`src/inc/mlsd_defs.svh`:
```
// Purpose: Constants of the multi-lane stripe and deskew source.
// Assumes: One lane bit time per ref_clk cycle.
// Notes: Included by the package and the design.
`ifndef MLSD_DEFS_SVH
`define MLSD_DEFS_SVH
`define MLSD_MAX_LANES 20
`define MLSD_MIN_LANES 4
`define MLSD_ELEM_SAMPLES 4
`define MLSD_ELEM_BITS 5
`define MLSD_PARITY_POS 3'h4
`define MLSD_REF_DIV 16
`define MLSD_REF_HALF_CYC (`MLSD_REF_DIV / 2)
`define MLSD_CLK_PERIOD_NS 100
`define MLSD_TXREF_PERIOD_NS 800
`define MLSD_TXREF_TIMEOUT_CYC ((2 * `MLSD_TXREF_PERIOD_NS) / `MLSD_CLK_PERIOD_NS)
`define MLSD_BUF_DEPTH 2'h2
`endif

```
`src/inc/mlsd_pkg.sv`:
```
// Purpose: Types of the multi-lane stripe and deskew source.
// Assumes: Constants come from mlsd_defs.svh.
// Notes: The block state is one packed struct; only the check flag started_q is a separate flop.
`include "mlsd_defs.svh"
package mlsd_pkg;
  typedef logic [`MLSD_MAX_LANES-1:0] mlsd_word_t;
  typedef struct packed {
    mlsd_word_t buf0;
    mlsd_word_t buf1;
    logic [1:0] cnt;
    logic in_ready;
    mlsd_word_t lanes;
    logic dsc;
    logic [2:0] elem;
    logic [2:0] bpos;
    logic [4:0] scnt;
    logic par;
    logic [2:0] div;
    logic refclk;
    logic optic_meta;
    logic optic_sync;
    logic txref_meta;
    logic txref_sync;
    logic txref_prev;
    logic [4:0] txref_tmr;
    logic txref_ok;
    logic alarm;
    logic [2:0] o_elem;
    logic [2:0] o_bpos;
    logic [4:0] o_idx;
    logic o_odd;
  } mlsd_state_t;
endpackage

```
`src/mlsd_source.sv`:
```
// Purpose: Receive-side source of a multi-lane link: striping, deskew channel, reference clock, alarm.
// Assumes: lane_count (4..20) and invert_en are static before reset is released.
// Notes: One lane bit time per ref_clk cycle; the transmit reference is only monitored.
// Functional notes
// - Earliest bit of each group goes to the top lane, latest to lane zero.
// - Each lane carries one bit out of every n stream bits.
// - With inversion on, lanes invert for five samples in odd elements.
// - Deskew channel repeats frames of two to five five-bit elements.
// - Two-element frame is even then odd.
// - Three-element frame is even, even, odd; two evens mark frame start.
// - Four-element frame is even, even, odd, odd.
// - Deskew samples walk lanes from the highest down to lane zero.
// - Leftover sample slots restart sampling from the highest lane.
// - Deskew samples are taken after lane inversion.
// - Reference clock runs at one sixteenth of lane rate, half duty.
// - This source provides the receive reference clock.
// - Receive reference clock paces the logic driving lanes and deskew channel.
// - Alarm output: zero is idle, one is receive alarm.
// - Alarm is raised while lane data is not from the incoming signal.
// - The source always drives the alarm output.
// - Transmit lanes and deskew channel are locked to the transmit reference.
// - One device in the transmit chain takes an external transmit reference.
// - Element is four samples then even or odd parity over them.
// - Elements: two for 4-8, three 9-12, four 13-16, five 17-20 lanes.
// - Five-element frame is even, even, odd, even, odd.
// - A new frame starts right after the previous one, without gaps.
`timescale 1ns/1ps
`default_nettype none
`include "mlsd_defs.svh"
module mlsd_source
  import mlsd_pkg::*;
(
  input wire logic ref_clk,
  input wire logic reset,
  input wire logic [4:0] lane_count,
  input wire logic invert_en,
  input wire logic optic_signal_ok,
  input wire logic tx_freq_ref_clk,
  input wire logic [`MLSD_MAX_LANES-1:0] in_word,
  input wire logic in_valid,
  output logic in_ready,
  output logic [`MLSD_MAX_LANES-1:0] rx_lane_bits,
  output logic rx_skew_ref_channel,
  output logic rx_freq_ref_clk,
  output logic rx_alarm_status,
  output logic tx_ref_present
);

  function automatic logic [2:0] elem_count(input logic [4:0] n);
    begin
      if (n <= 5'h08)
        elem_count = 3'h2;
      else if (n <= 5'h0C)
        elem_count = 3'h3;
      else if (n <= 5'h10)
        elem_count = 3'h4;
      else
        elem_count = 3'h5;
    end
  endfunction

  function automatic logic elem_odd(input logic [2:0] cnt, input logic [2:0] e);
    begin
      case (cnt)
        3'h2: elem_odd = (e == 3'h1);
        3'h3: elem_odd = (e == 3'h2);
        3'h4: elem_odd = (e >= 3'h2);
        3'h5: elem_odd = (e == 3'h2) || (e == 3'h4);
        default: elem_odd = 1'b0;
      endcase
    end
  endfunction

  mlsd_state_t s_q;
  mlsd_state_t s_d;
  logic [2:0] ecount;
  logic pop;
  logic push;
  mlsd_word_t word;
  mlsd_word_t lane_mask;
  logic odd_now;
  logic inv_now;
  logic [4:0] idx;
  logic smp;
  logic [1:0] c;

  assign ecount = elem_count(lane_count);

  always_comb
  begin
    s_d = s_q;
    c = s_q.cnt;
    push = in_valid && s_q.in_ready;
    pop = (s_q.cnt != 2'h0);
    word = pop ? s_q.buf0 : '0;
    // Two-entry buffer; the lanes drain one group per bit time.
    if (pop)
    begin
      s_d.buf0 = s_q.buf1;
      c = c - 2'h1;
    end
    if (push)
    begin
      if (c == 2'h0)
        s_d.buf0 = in_word;
      else
        s_d.buf1 = in_word;
      c = c + 2'h1;
    end
    s_d.cnt = c;
    s_d.in_ready = (c != `MLSD_BUF_DEPTH);
    // Lanes above lane_count stay low so the sink never sees stale bits.
    lane_mask = mlsd_word_t'((`MLSD_MAX_LANES'(1) << lane_count) - `MLSD_MAX_LANES'(1));
    odd_now = elem_odd(ecount, s_q.elem);
    inv_now = invert_en && odd_now;
    // Fill is never inverted, so an underrun always shows all-zero lanes to the sink.
    if (pop)
      s_d.lanes = (word ^ {`MLSD_MAX_LANES{inv_now}}) & lane_mask;
    else
      s_d.lanes = '0;
    idx = lane_count - 5'h01 - s_q.scnt;
    smp = s_d.lanes[idx];
    if (s_q.bpos == `MLSD_PARITY_POS)
    begin
      s_d.dsc = s_q.par ^ odd_now;
      if (s_q.elem == ecount - 3'h1)
      begin
        s_d.elem = 3'h0;
        s_d.scnt = 5'h00;
      end
      else
        s_d.elem = s_q.elem + 3'h1;
      s_d.bpos = 3'h0;
    end
    else
    begin
      s_d.dsc = smp;
      s_d.par = (s_q.bpos == 3'h0) ? smp : (s_q.par ^ smp);
      s_d.scnt = (s_q.scnt == lane_count - 5'h01) ? 5'h00 : (s_q.scnt + 5'h01);
      s_d.bpos = s_q.bpos + 3'h1;
    end
    s_d.o_elem = s_q.elem;
    s_d.o_bpos = s_q.bpos;
    s_d.o_idx = idx;
    s_d.o_odd = odd_now;
    // Lane timing and this divider share one counter base, so they stay frequency locked.
    s_d.div = s_q.div + 3'h1;
    if (s_q.div == 3'(`MLSD_REF_HALF_CYC - 1))
      s_d.refclk = ~s_q.refclk;
    s_d.optic_meta = optic_signal_ok;
    s_d.optic_sync = s_q.optic_meta;
    // An empty buffer means the lanes carry fill, not received data.
    s_d.alarm = ~s_q.optic_sync | ~pop;
    s_d.txref_meta = tx_freq_ref_clk;
    s_d.txref_sync = s_q.txref_meta;
    s_d.txref_prev = s_q.txref_sync;
    if (s_q.txref_sync != s_q.txref_prev)
      s_d.txref_tmr = 5'h00;
    else if (s_q.txref_tmr != 5'h1F)
      s_d.txref_tmr = s_q.txref_tmr + 5'h01;
    s_d.txref_ok = (s_d.txref_tmr < 5'(`MLSD_TXREF_TIMEOUT_CYC));
  end

  always_ff @(posedge ref_clk)
  begin
    if (reset)
      s_q <= '0;
    else
      s_q <= s_d;
  end

  assign in_ready = s_q.in_ready;
  assign rx_lane_bits = s_q.lanes;
  assign rx_skew_ref_channel = s_q.dsc;
  assign rx_freq_ref_clk = s_q.refclk;
  assign rx_alarm_status = s_q.alarm;
  assign tx_ref_present = s_q.txref_ok;

  // Checks.
  logic started_q;
  always_ff @(posedge ref_clk)
  begin
    if (reset)
      started_q <= 1'b0;
    else
      started_q <= 1'b1;
  end

  AST_LANE_STRIPE: assert property (@(posedge ref_clk) disable iff (reset)
    (started_q && s_q.cnt != 2'h0 && !inv_now) |=> (rx_lane_bits == ($past(s_q.buf0) & $past(lane_mask))))
    else $error("Lane word does not match the buffered group.");

  AST_INV_ODD: assert property (@(posedge ref_clk) disable iff (reset)
    (started_q && invert_en && odd_now && s_q.cnt != 2'h0)
      |=> (rx_lane_bits == (~$past(s_q.buf0) & $past(lane_mask))))
    else $error("Lanes not inverted during an odd element.");

  AST_PARITY: assert property (@(posedge ref_clk) disable iff (reset)
    (started_q && s_q.o_bpos == `MLSD_PARITY_POS && $past(s_q.o_bpos, 4) == 3'h0)
      |-> (rx_skew_ref_channel == ($past(rx_skew_ref_channel, 1) ^ $past(rx_skew_ref_channel, 2)
        ^ $past(rx_skew_ref_channel, 3) ^ $past(rx_skew_ref_channel, 4) ^ s_q.o_odd)))
    else $error("Deskew parity bit is wrong.");

  AST_FRAME_SHAPE: assert property (@(posedge ref_clk) disable iff (reset)
    (started_q && (s_q.o_elem == 3'h0 || (ecount > 3'h2 && s_q.o_elem == 3'h1)))
      |-> !s_q.o_odd && (s_q.o_elem != ecount - 3'h1))
    else $error("Frame does not open with even elements.");

  AST_FRAME_END_ODD: assert property (@(posedge ref_clk) disable iff (reset)
    (started_q && s_q.o_elem == ecount - 3'h1) |-> s_q.o_odd)
    else $error("Frame does not end with an odd element.");

  AST_SAMPLE: assert property (@(posedge ref_clk) disable iff (reset)
    (started_q && s_q.o_bpos != `MLSD_PARITY_POS) |-> (rx_skew_ref_channel == rx_lane_bits[s_q.o_idx]))
    else $error("Deskew sample does not match its lane.");

  AST_SAMPLE_FIRST: assert property (@(posedge ref_clk) disable iff (reset)
    (started_q && s_q.o_elem == 3'h0 && s_q.o_bpos == 3'h0) |-> (s_q.o_idx == lane_count - 5'h01))
    else $error("Frame does not start sampling on the top lane.");

  AST_CONTINUOUS: assert property (@(posedge ref_clk) disable iff (reset)
    (started_q && s_q.o_bpos == `MLSD_PARITY_POS && s_q.o_elem == ecount - 3'h1)
      |=> (s_q.o_elem == 3'h0 && s_q.o_bpos == 3'h0))
    else $error("Next frame does not follow at once.");

  AST_REFCLK: assert property (@(posedge ref_clk) disable iff (reset)
    $rose(rx_freq_ref_clk) |-> rx_freq_ref_clk [*8] ##1 !rx_freq_ref_clk [*8])
    else $error("Reference clock is not one sixteenth of the lane rate.");

  AST_ALARM: assert property (@(posedge ref_clk) disable iff (reset)
    (s_q.cnt == 2'h0 || !s_q.optic_sync) |=> rx_alarm_status)
    else $error("Alarm not raised for fill data.");

  AST_TXREF: assert property (@(posedge ref_clk) disable iff (reset)
    (s_q.txref_tmr == 5'h1F) |-> !tx_ref_present)
    else $error("Transmit reference reported while still.");

  AST_UNDERRUN_ZERO: assert property (@(posedge ref_clk) disable iff (reset)
    (started_q && s_q.cnt == 2'h0)
      |=> (rx_lane_bits == '0))
    else $error("Lanes not zero during an underrun.");

  AST_LANE_MASK: assert property (@(posedge ref_clk) disable iff (reset)
    started_q
      |-> ((rx_lane_bits & ~lane_mask) == '0))
    else $error("Lane above the lane count is driven.");

  AST_ALARM_IDLE: assert property (@(posedge ref_clk) disable iff (reset)
    (s_q.cnt != 2'h0 && s_q.optic_sync)
      |=> !rx_alarm_status)
    else $error("Alarm raised while lanes carry received data.");

  AST_READY_FULL: assert property (@(posedge ref_clk) disable iff (reset)
    (s_q.cnt == `MLSD_BUF_DEPTH)
      |-> !in_ready)
    else $error("Ready offered with a full buffer.");

  AST_CNT_RANGE: assert property (@(posedge ref_clk) disable iff (reset)
    started_q
      |-> (s_q.cnt <= `MLSD_BUF_DEPTH))
    else $error("Buffer count out of range.");

  AST_BPOS_RANGE: assert property (@(posedge ref_clk) disable iff (reset)
    started_q
      |-> (s_q.bpos <= `MLSD_PARITY_POS))
    else $error("Element bit position out of range.");

  AST_ELEM_RANGE: assert property (@(posedge ref_clk) disable iff (reset)
    started_q
      |-> (s_q.elem < ecount))
    else $error("Element index beyond the frame length.");

  AST_SCNT_RANGE: assert property (@(posedge ref_clk) disable iff (reset)
    started_q
      |-> (s_q.scnt < lane_count))
    else $error("Sample lane counter beyond the lane count.");

  AST_ECOUNT_LOW: assert property (@(posedge ref_clk) disable iff (reset)
    (lane_count <= 5'h08)
      |-> (ecount == 3'h2))
    else $error("Wrong element count for a narrow link.");

  AST_ECOUNT_HIGH: assert property (@(posedge ref_clk) disable iff (reset)
    (lane_count >= 5'h11)
      |-> (ecount == 3'h5))
    else $error("Wrong element count for a wide link.");

  AST_REFCLK_LOW: assert property (@(posedge ref_clk) disable iff (reset)
    $fell(rx_freq_ref_clk)
      |-> !rx_freq_ref_clk [*8] ##1 rx_freq_ref_clk)
    else $error("Reference clock low phase is not eight cycles.");

  AST_DIV_TOGGLE: assert property (@(posedge ref_clk) disable iff (reset)
    (s_q.div == 3'(`MLSD_REF_HALF_CYC - 1))
      |=> (rx_freq_ref_clk != $past(rx_freq_ref_clk)))
    else $error("Reference clock did not toggle at the divider end.");

  AST_PARITY_WRAP: assert property (@(posedge ref_clk) disable iff (reset)
    (s_q.o_bpos == `MLSD_PARITY_POS)
      |=> (s_q.o_bpos == 3'h0))
    else $error("Parity bit not followed by a new element.");

  AST_BPOS_STEP: assert property (@(posedge ref_clk) disable iff (reset)
    (started_q && s_q.o_bpos != `MLSD_PARITY_POS)
      |=> (s_q.o_bpos == $past(s_q.o_bpos) + 3'h1))
    else $error("Element bit position skipped.");

  AST_ELEM_HOLD: assert property (@(posedge ref_clk) disable iff (reset)
    (started_q && s_q.o_bpos != `MLSD_PARITY_POS)
      |=> $stable(s_q.o_elem))
    else $error("Element changed before its parity bit.");

  AST_SCNT_RESTART: assert property (@(posedge ref_clk) disable iff (reset)
    (s_q.bpos == `MLSD_PARITY_POS && s_q.elem == ecount - 3'h1)
      |=> (s_q.scnt == 5'h00))
    else $error("Sampling does not restart at the top lane.");

  AST_OPTIC_SYNC: assert property (@(posedge ref_clk) disable iff (reset)
    started_q
      |-> (s_q.optic_sync == $past(s_q.optic_meta)))
    else $error("Signal status synchroniser broken.");

  AST_TXREF_TOGGLE: assert property (@(posedge ref_clk) disable iff (reset)
    (s_q.txref_sync != s_q.txref_prev)
      |=> tx_ref_present)
    else $error("Transmit reference edge not reported.");

  AST_EVEN_NO_INVERT: assert property (@(posedge ref_clk) disable iff (reset)
    (started_q && !odd_now && s_q.cnt != 2'h0)
      |=> (rx_lane_bits == ($past(s_q.buf0) & $past(lane_mask))))
    else $error("Lanes inverted outside an odd element.");

  COV_FRAME_WRAP: cover property (@(posedge ref_clk) disable iff (reset)
    s_q.o_elem == ecount - 3'h1 ##5 s_q.o_elem == 3'h0);
  COV_INVERT: cover property (@(posedge ref_clk) disable iff (reset) invert_en && odd_now && pop);
  COV_ALARM: cover property (@(posedge ref_clk) disable iff (reset) $rose(rx_alarm_status));
  COV_BUF_FULL: cover property (@(posedge ref_clk) disable iff (reset) s_q.cnt == `MLSD_BUF_DEPTH);
  COV_UNDERRUN: cover property (@(posedge ref_clk) disable iff (reset)
    started_q && s_q.cnt == 2'h0);

endmodule
`default_nettype wire

```
`config.mk`:
```
export PLATFORM = sky130hd
export DESIGN_NAME = mlsd_source
export DESIGN_NICKNAME = d
export VERILOG_FILES = /design/src/inc/mlsd_pkg.sv /design/src/mlsd_source.sv
export VERILOG_INCLUDE_DIRS = /design/src /design/src/inc
export SDC_FILE = /design/constraint.sdc
export NUM_CORES = 1
export LEC_CHECK = 0
export BUFFER_PORTS_ARGS = -buffer_cell sky130_fd_sc_hd__buf_2
export CAP_MARGIN = 20
export CORE_ASPECT_RATIO = 0.7
export CORE_UTILIZATION = 40
export DETAILED_ROUTE_END_ITERATION = 12
export PLACE_DENSITY = 0.64
export SLEW_MARGIN = 20
export SYNTH_ARGS = -nofsm -noshare
export SYNTH_HDL_FRONTEND = slang
export SYNTH_SLANG_ARGS = --single-unit
```
`constraint.sdc`:
```
create_clock -name ref_clk -period 3.7 [get_ports ref_clk]
set_input_delay 0.185 -clock ref_clk [delete_from_list [all_inputs] [get_ports ref_clk]]
set_output_delay 0.185 -clock ref_clk [all_outputs]
set_load 0.05 [all_outputs]
```
==> flow_metrics.tcl <==
set metrics [dict create \
    status "completed" \
    yosys.cell_count.top_type "nand2_1" \
    portBuffers 55 \
    layout.nets 708 \
    drv_cap 0 \
    drc_errors 0 \
    dpl.hpwl_mm 9.23 \
    syn_area_per_cell_um2 8.13 \
    fillers 1243 \
    via_count 4557 \
    cts_resized 0 \
    synthCells 627 \
    grtUsageTotal_pct 19.9 \
    hold_start "tx_freq_ref_clk" \
    start_util_pct 41.1 \
    p_per_area_mw_per_mm2 417 \
    max_slew_margin_pct 43.3 \
    ys.flop_type "dfxtp_1" \
    arrival_ns 3.39 \
    wirelength_mm 12.7 \
    drive_above_1_share_pct 15.1 \
    core_area_mm2 0.0124 \
    antenna_left 0 \
    fmax_ghz 0.316 \
    clock-sinks 92 \
    clock_skew_ns 0.00921 \
    cts_buffers 9 \
    pwr-share-comb_pct 17.9 \
    setup_viol 0 \
    synth_area_leaders "dfxtp_1, nand2_1, ha_1" \
    yosys-top-cells-count "nand2_1, dfxtp_1, nor2_1, a21oi_1" \
    period_minus_slack_ns 3.16 \
    wire_per_inst_um 15.5 \
    cp-start-kind "flop" \
    timing.rr.start "s_q[29]" \
    grt_max_degree 66 \
    min_path_type "input pin to flop" \
    p_leak_nw 2.25 \
    synth_edf_count 0 \
    hold_viol_final 0 \
    grt_pass1_vias 3985 \
    rows 34 \
    worstPathRequired_ns 3.93 \
    post_synth_num_cell_types 63 \
    p_int_w 0.00165 \
    n_antenna_cell 0 \
    grt_overflow 0 \
    final_cell_area_mm2 0.00567 \
    dr.first_iter.drc_count 347 \
    switching_share_pct 30.2 \
    power_switching_w 0.000713 \
    final_max_slew_viol_count 0 \
    crit_type "flop to flop" \
    cts_buffer_depth 2 \
    grt_first_pass_wirelength_mm 20.3 \
    ir_drop_mv 0.254 \
    die_height_um 96.5 \
    rsz0062_at_grt "no" \
    dieArea_mm2 0.0132 \
    cts.htree.levels 3 \
    dpl_cell_area_mm2 0.00538 \
    dieWidth_um 137 \
    vias_per_cell 5.58 \
    end_kind "flop" \
    syn_to_final_growth_pct 11.1 \
    synthArstFlopShare_pct 0 \
    finalSetupTns_ns 0 \
    finalCritPeriodShare_pct 85.5 \
    antenna_found_initial 0 \
    clockRootBuffer "clkbuf_16" \
    holdWs_ns 0.0447 \
    ys_seq_area_share_pct 36.1 \
    clk_pin_slew_worst_paths_ns 0.07 \
    pwr-share-seq_pct 45.0 \
    yosys.area.top_type "dfxtp_1" \
    cts_hold_buf 0 \
    dr.pass1.iters 5 \
    cp_max_fo 8 \
    clk_latency_ns 0.35 \
    ios 56 \
    clkPwrFrac_pct 37.1 \
    cts_tree "yes" \
    synth-seq-cells 92 \
    gp_congestion 0.916 \
    synth_fp_nets 685 \
    numPlacedInstances 801 \
    tightest_slew_ns 0.845 \
    synth_area_mm2 0.00510 \
    cp-startpoint "s_q[29]" \
    yosys.area.top_type_share_pct 36.1 \
    utilization_pct 45.6 \
    yosys_warnings 0 \
    final_cells 817 \
    post_cts.repair.setup_buffers 0 \
]
cells by family after synthesis:
kind of cell | Yosys count | share of synthesized area (%)
flip-flops | 92 | 36.1
buffers and inverters | 77 | 7.75
adder cells (fa/ha/maj) | 27 | 6.77
multiplexers | 3 | 0.589
AND/OR/NAND/NOR | 260 | 23.3
XOR/XNOR | 41 | 7.04
AO/OA/AOI/OAI | 127 | 18.4
critical path: stages, from the launching register on:
cell	delay, ns
dfxtp_1	0.45
ha_1	0.20
inv_1	0.07
fa_1	0.73
nand2_1	0.29
o32a_1	0.36
a21oi_1	0.22
o31ai_1	0.12
o41ai_2	0.34
or3_1	0.19
o211ai_2	0.08
placed cells by master, fill, tap and decap left out, types with 4 or more instances in the layout:
cell and count:
o31ai_1 4, and3_1 10, inv_1 18, buf_2 55
nand3b_1 4, o21ai_0 11, xor2_1 17, a21oi_1 41
nor3_1 25, xnor2_1 24, nand3_1 7, ha_1 26
nor2b_1 11, nor2_1 55, or3_1 4, clkbuf_16 9
nand2_1 112, a211oi_1 8, dfxtp_1 92, nand4_1 6
buf_4 15, a21o_1 4, a311oi_1 22, nand2b_1 11
worst paths after layout:
kind                     endpoint  slack [ns]  depth (start not counted)
hold / removal            s_d[20]        0.04                          2
setup reg to reg          s_q[28]        0.54                         10
hold reg to reg   rx_alarm_status        0.40                          1
setup / recovery          s_q[28]        0.54                         10
stage by stage:
| stage | total power, W | setup WS (ns) |
|---|---|---|
| floorplan | 0.00138 | 0.119 |
| global placement | 0.00149 | 0.318 |
| finish | 0.00236 | 0.538 |
| CTS | 0.00238 | 0.591 |
| global route | 0.00248 | 0.400 |
| detailed placement | 0.00150 | 0.227 |
final cells by class:
| class | count | area, um^2 | share of cell area, % |
|---|---|---|---|
| repair buffers | 71 | 408 | 7.20 |
| well taps | 162 | 203 | 3.58 |
| multi-input cells | 458 | 2860 | 50.5 |
| clock inverters | 7 | 57.6 | 1.02 |
| flip-flops and latches | 92 | 1840 | 32.5 |
| clock buffers | 9 | 225 | 3.98 |
| inverters | 18 | 67.6 | 1.19 |
flip-flops by register name, summed over array words and instances (netlist names):
name,cells
s_q,58
rx_lane_bits,20
s_d,9
in_ready,1
rx_alarm_status,1
rx_freq_ref_clk,1
rx_skew_ref_channel,1
tx_ref_present,1
power by group through the flow:
stage          logic [W]  registers [W]  clock network [W]
2_1_floorplan   0.000295        0.00109                  0
3_3_place_gp    0.000406        0.00108                  0
3_5_place_dp    0.000414        0.00108                  0
4_1_cts         0.000417        0.00106           0.000900
5_1_grt         0.000465        0.00107           0.000946
6_report        0.000423        0.00106           0.000877
metal layers:
metal	vias to the layer above	part of all wire [%]	GRT usage, %
li1	2202	-	-
met1	2154	48	28.1
met2	178	42	29.5
met3	23	7.5	4.80
met4	0	1.9	6.59
met5	-	0	0
(Power assumes the default switching activity.)
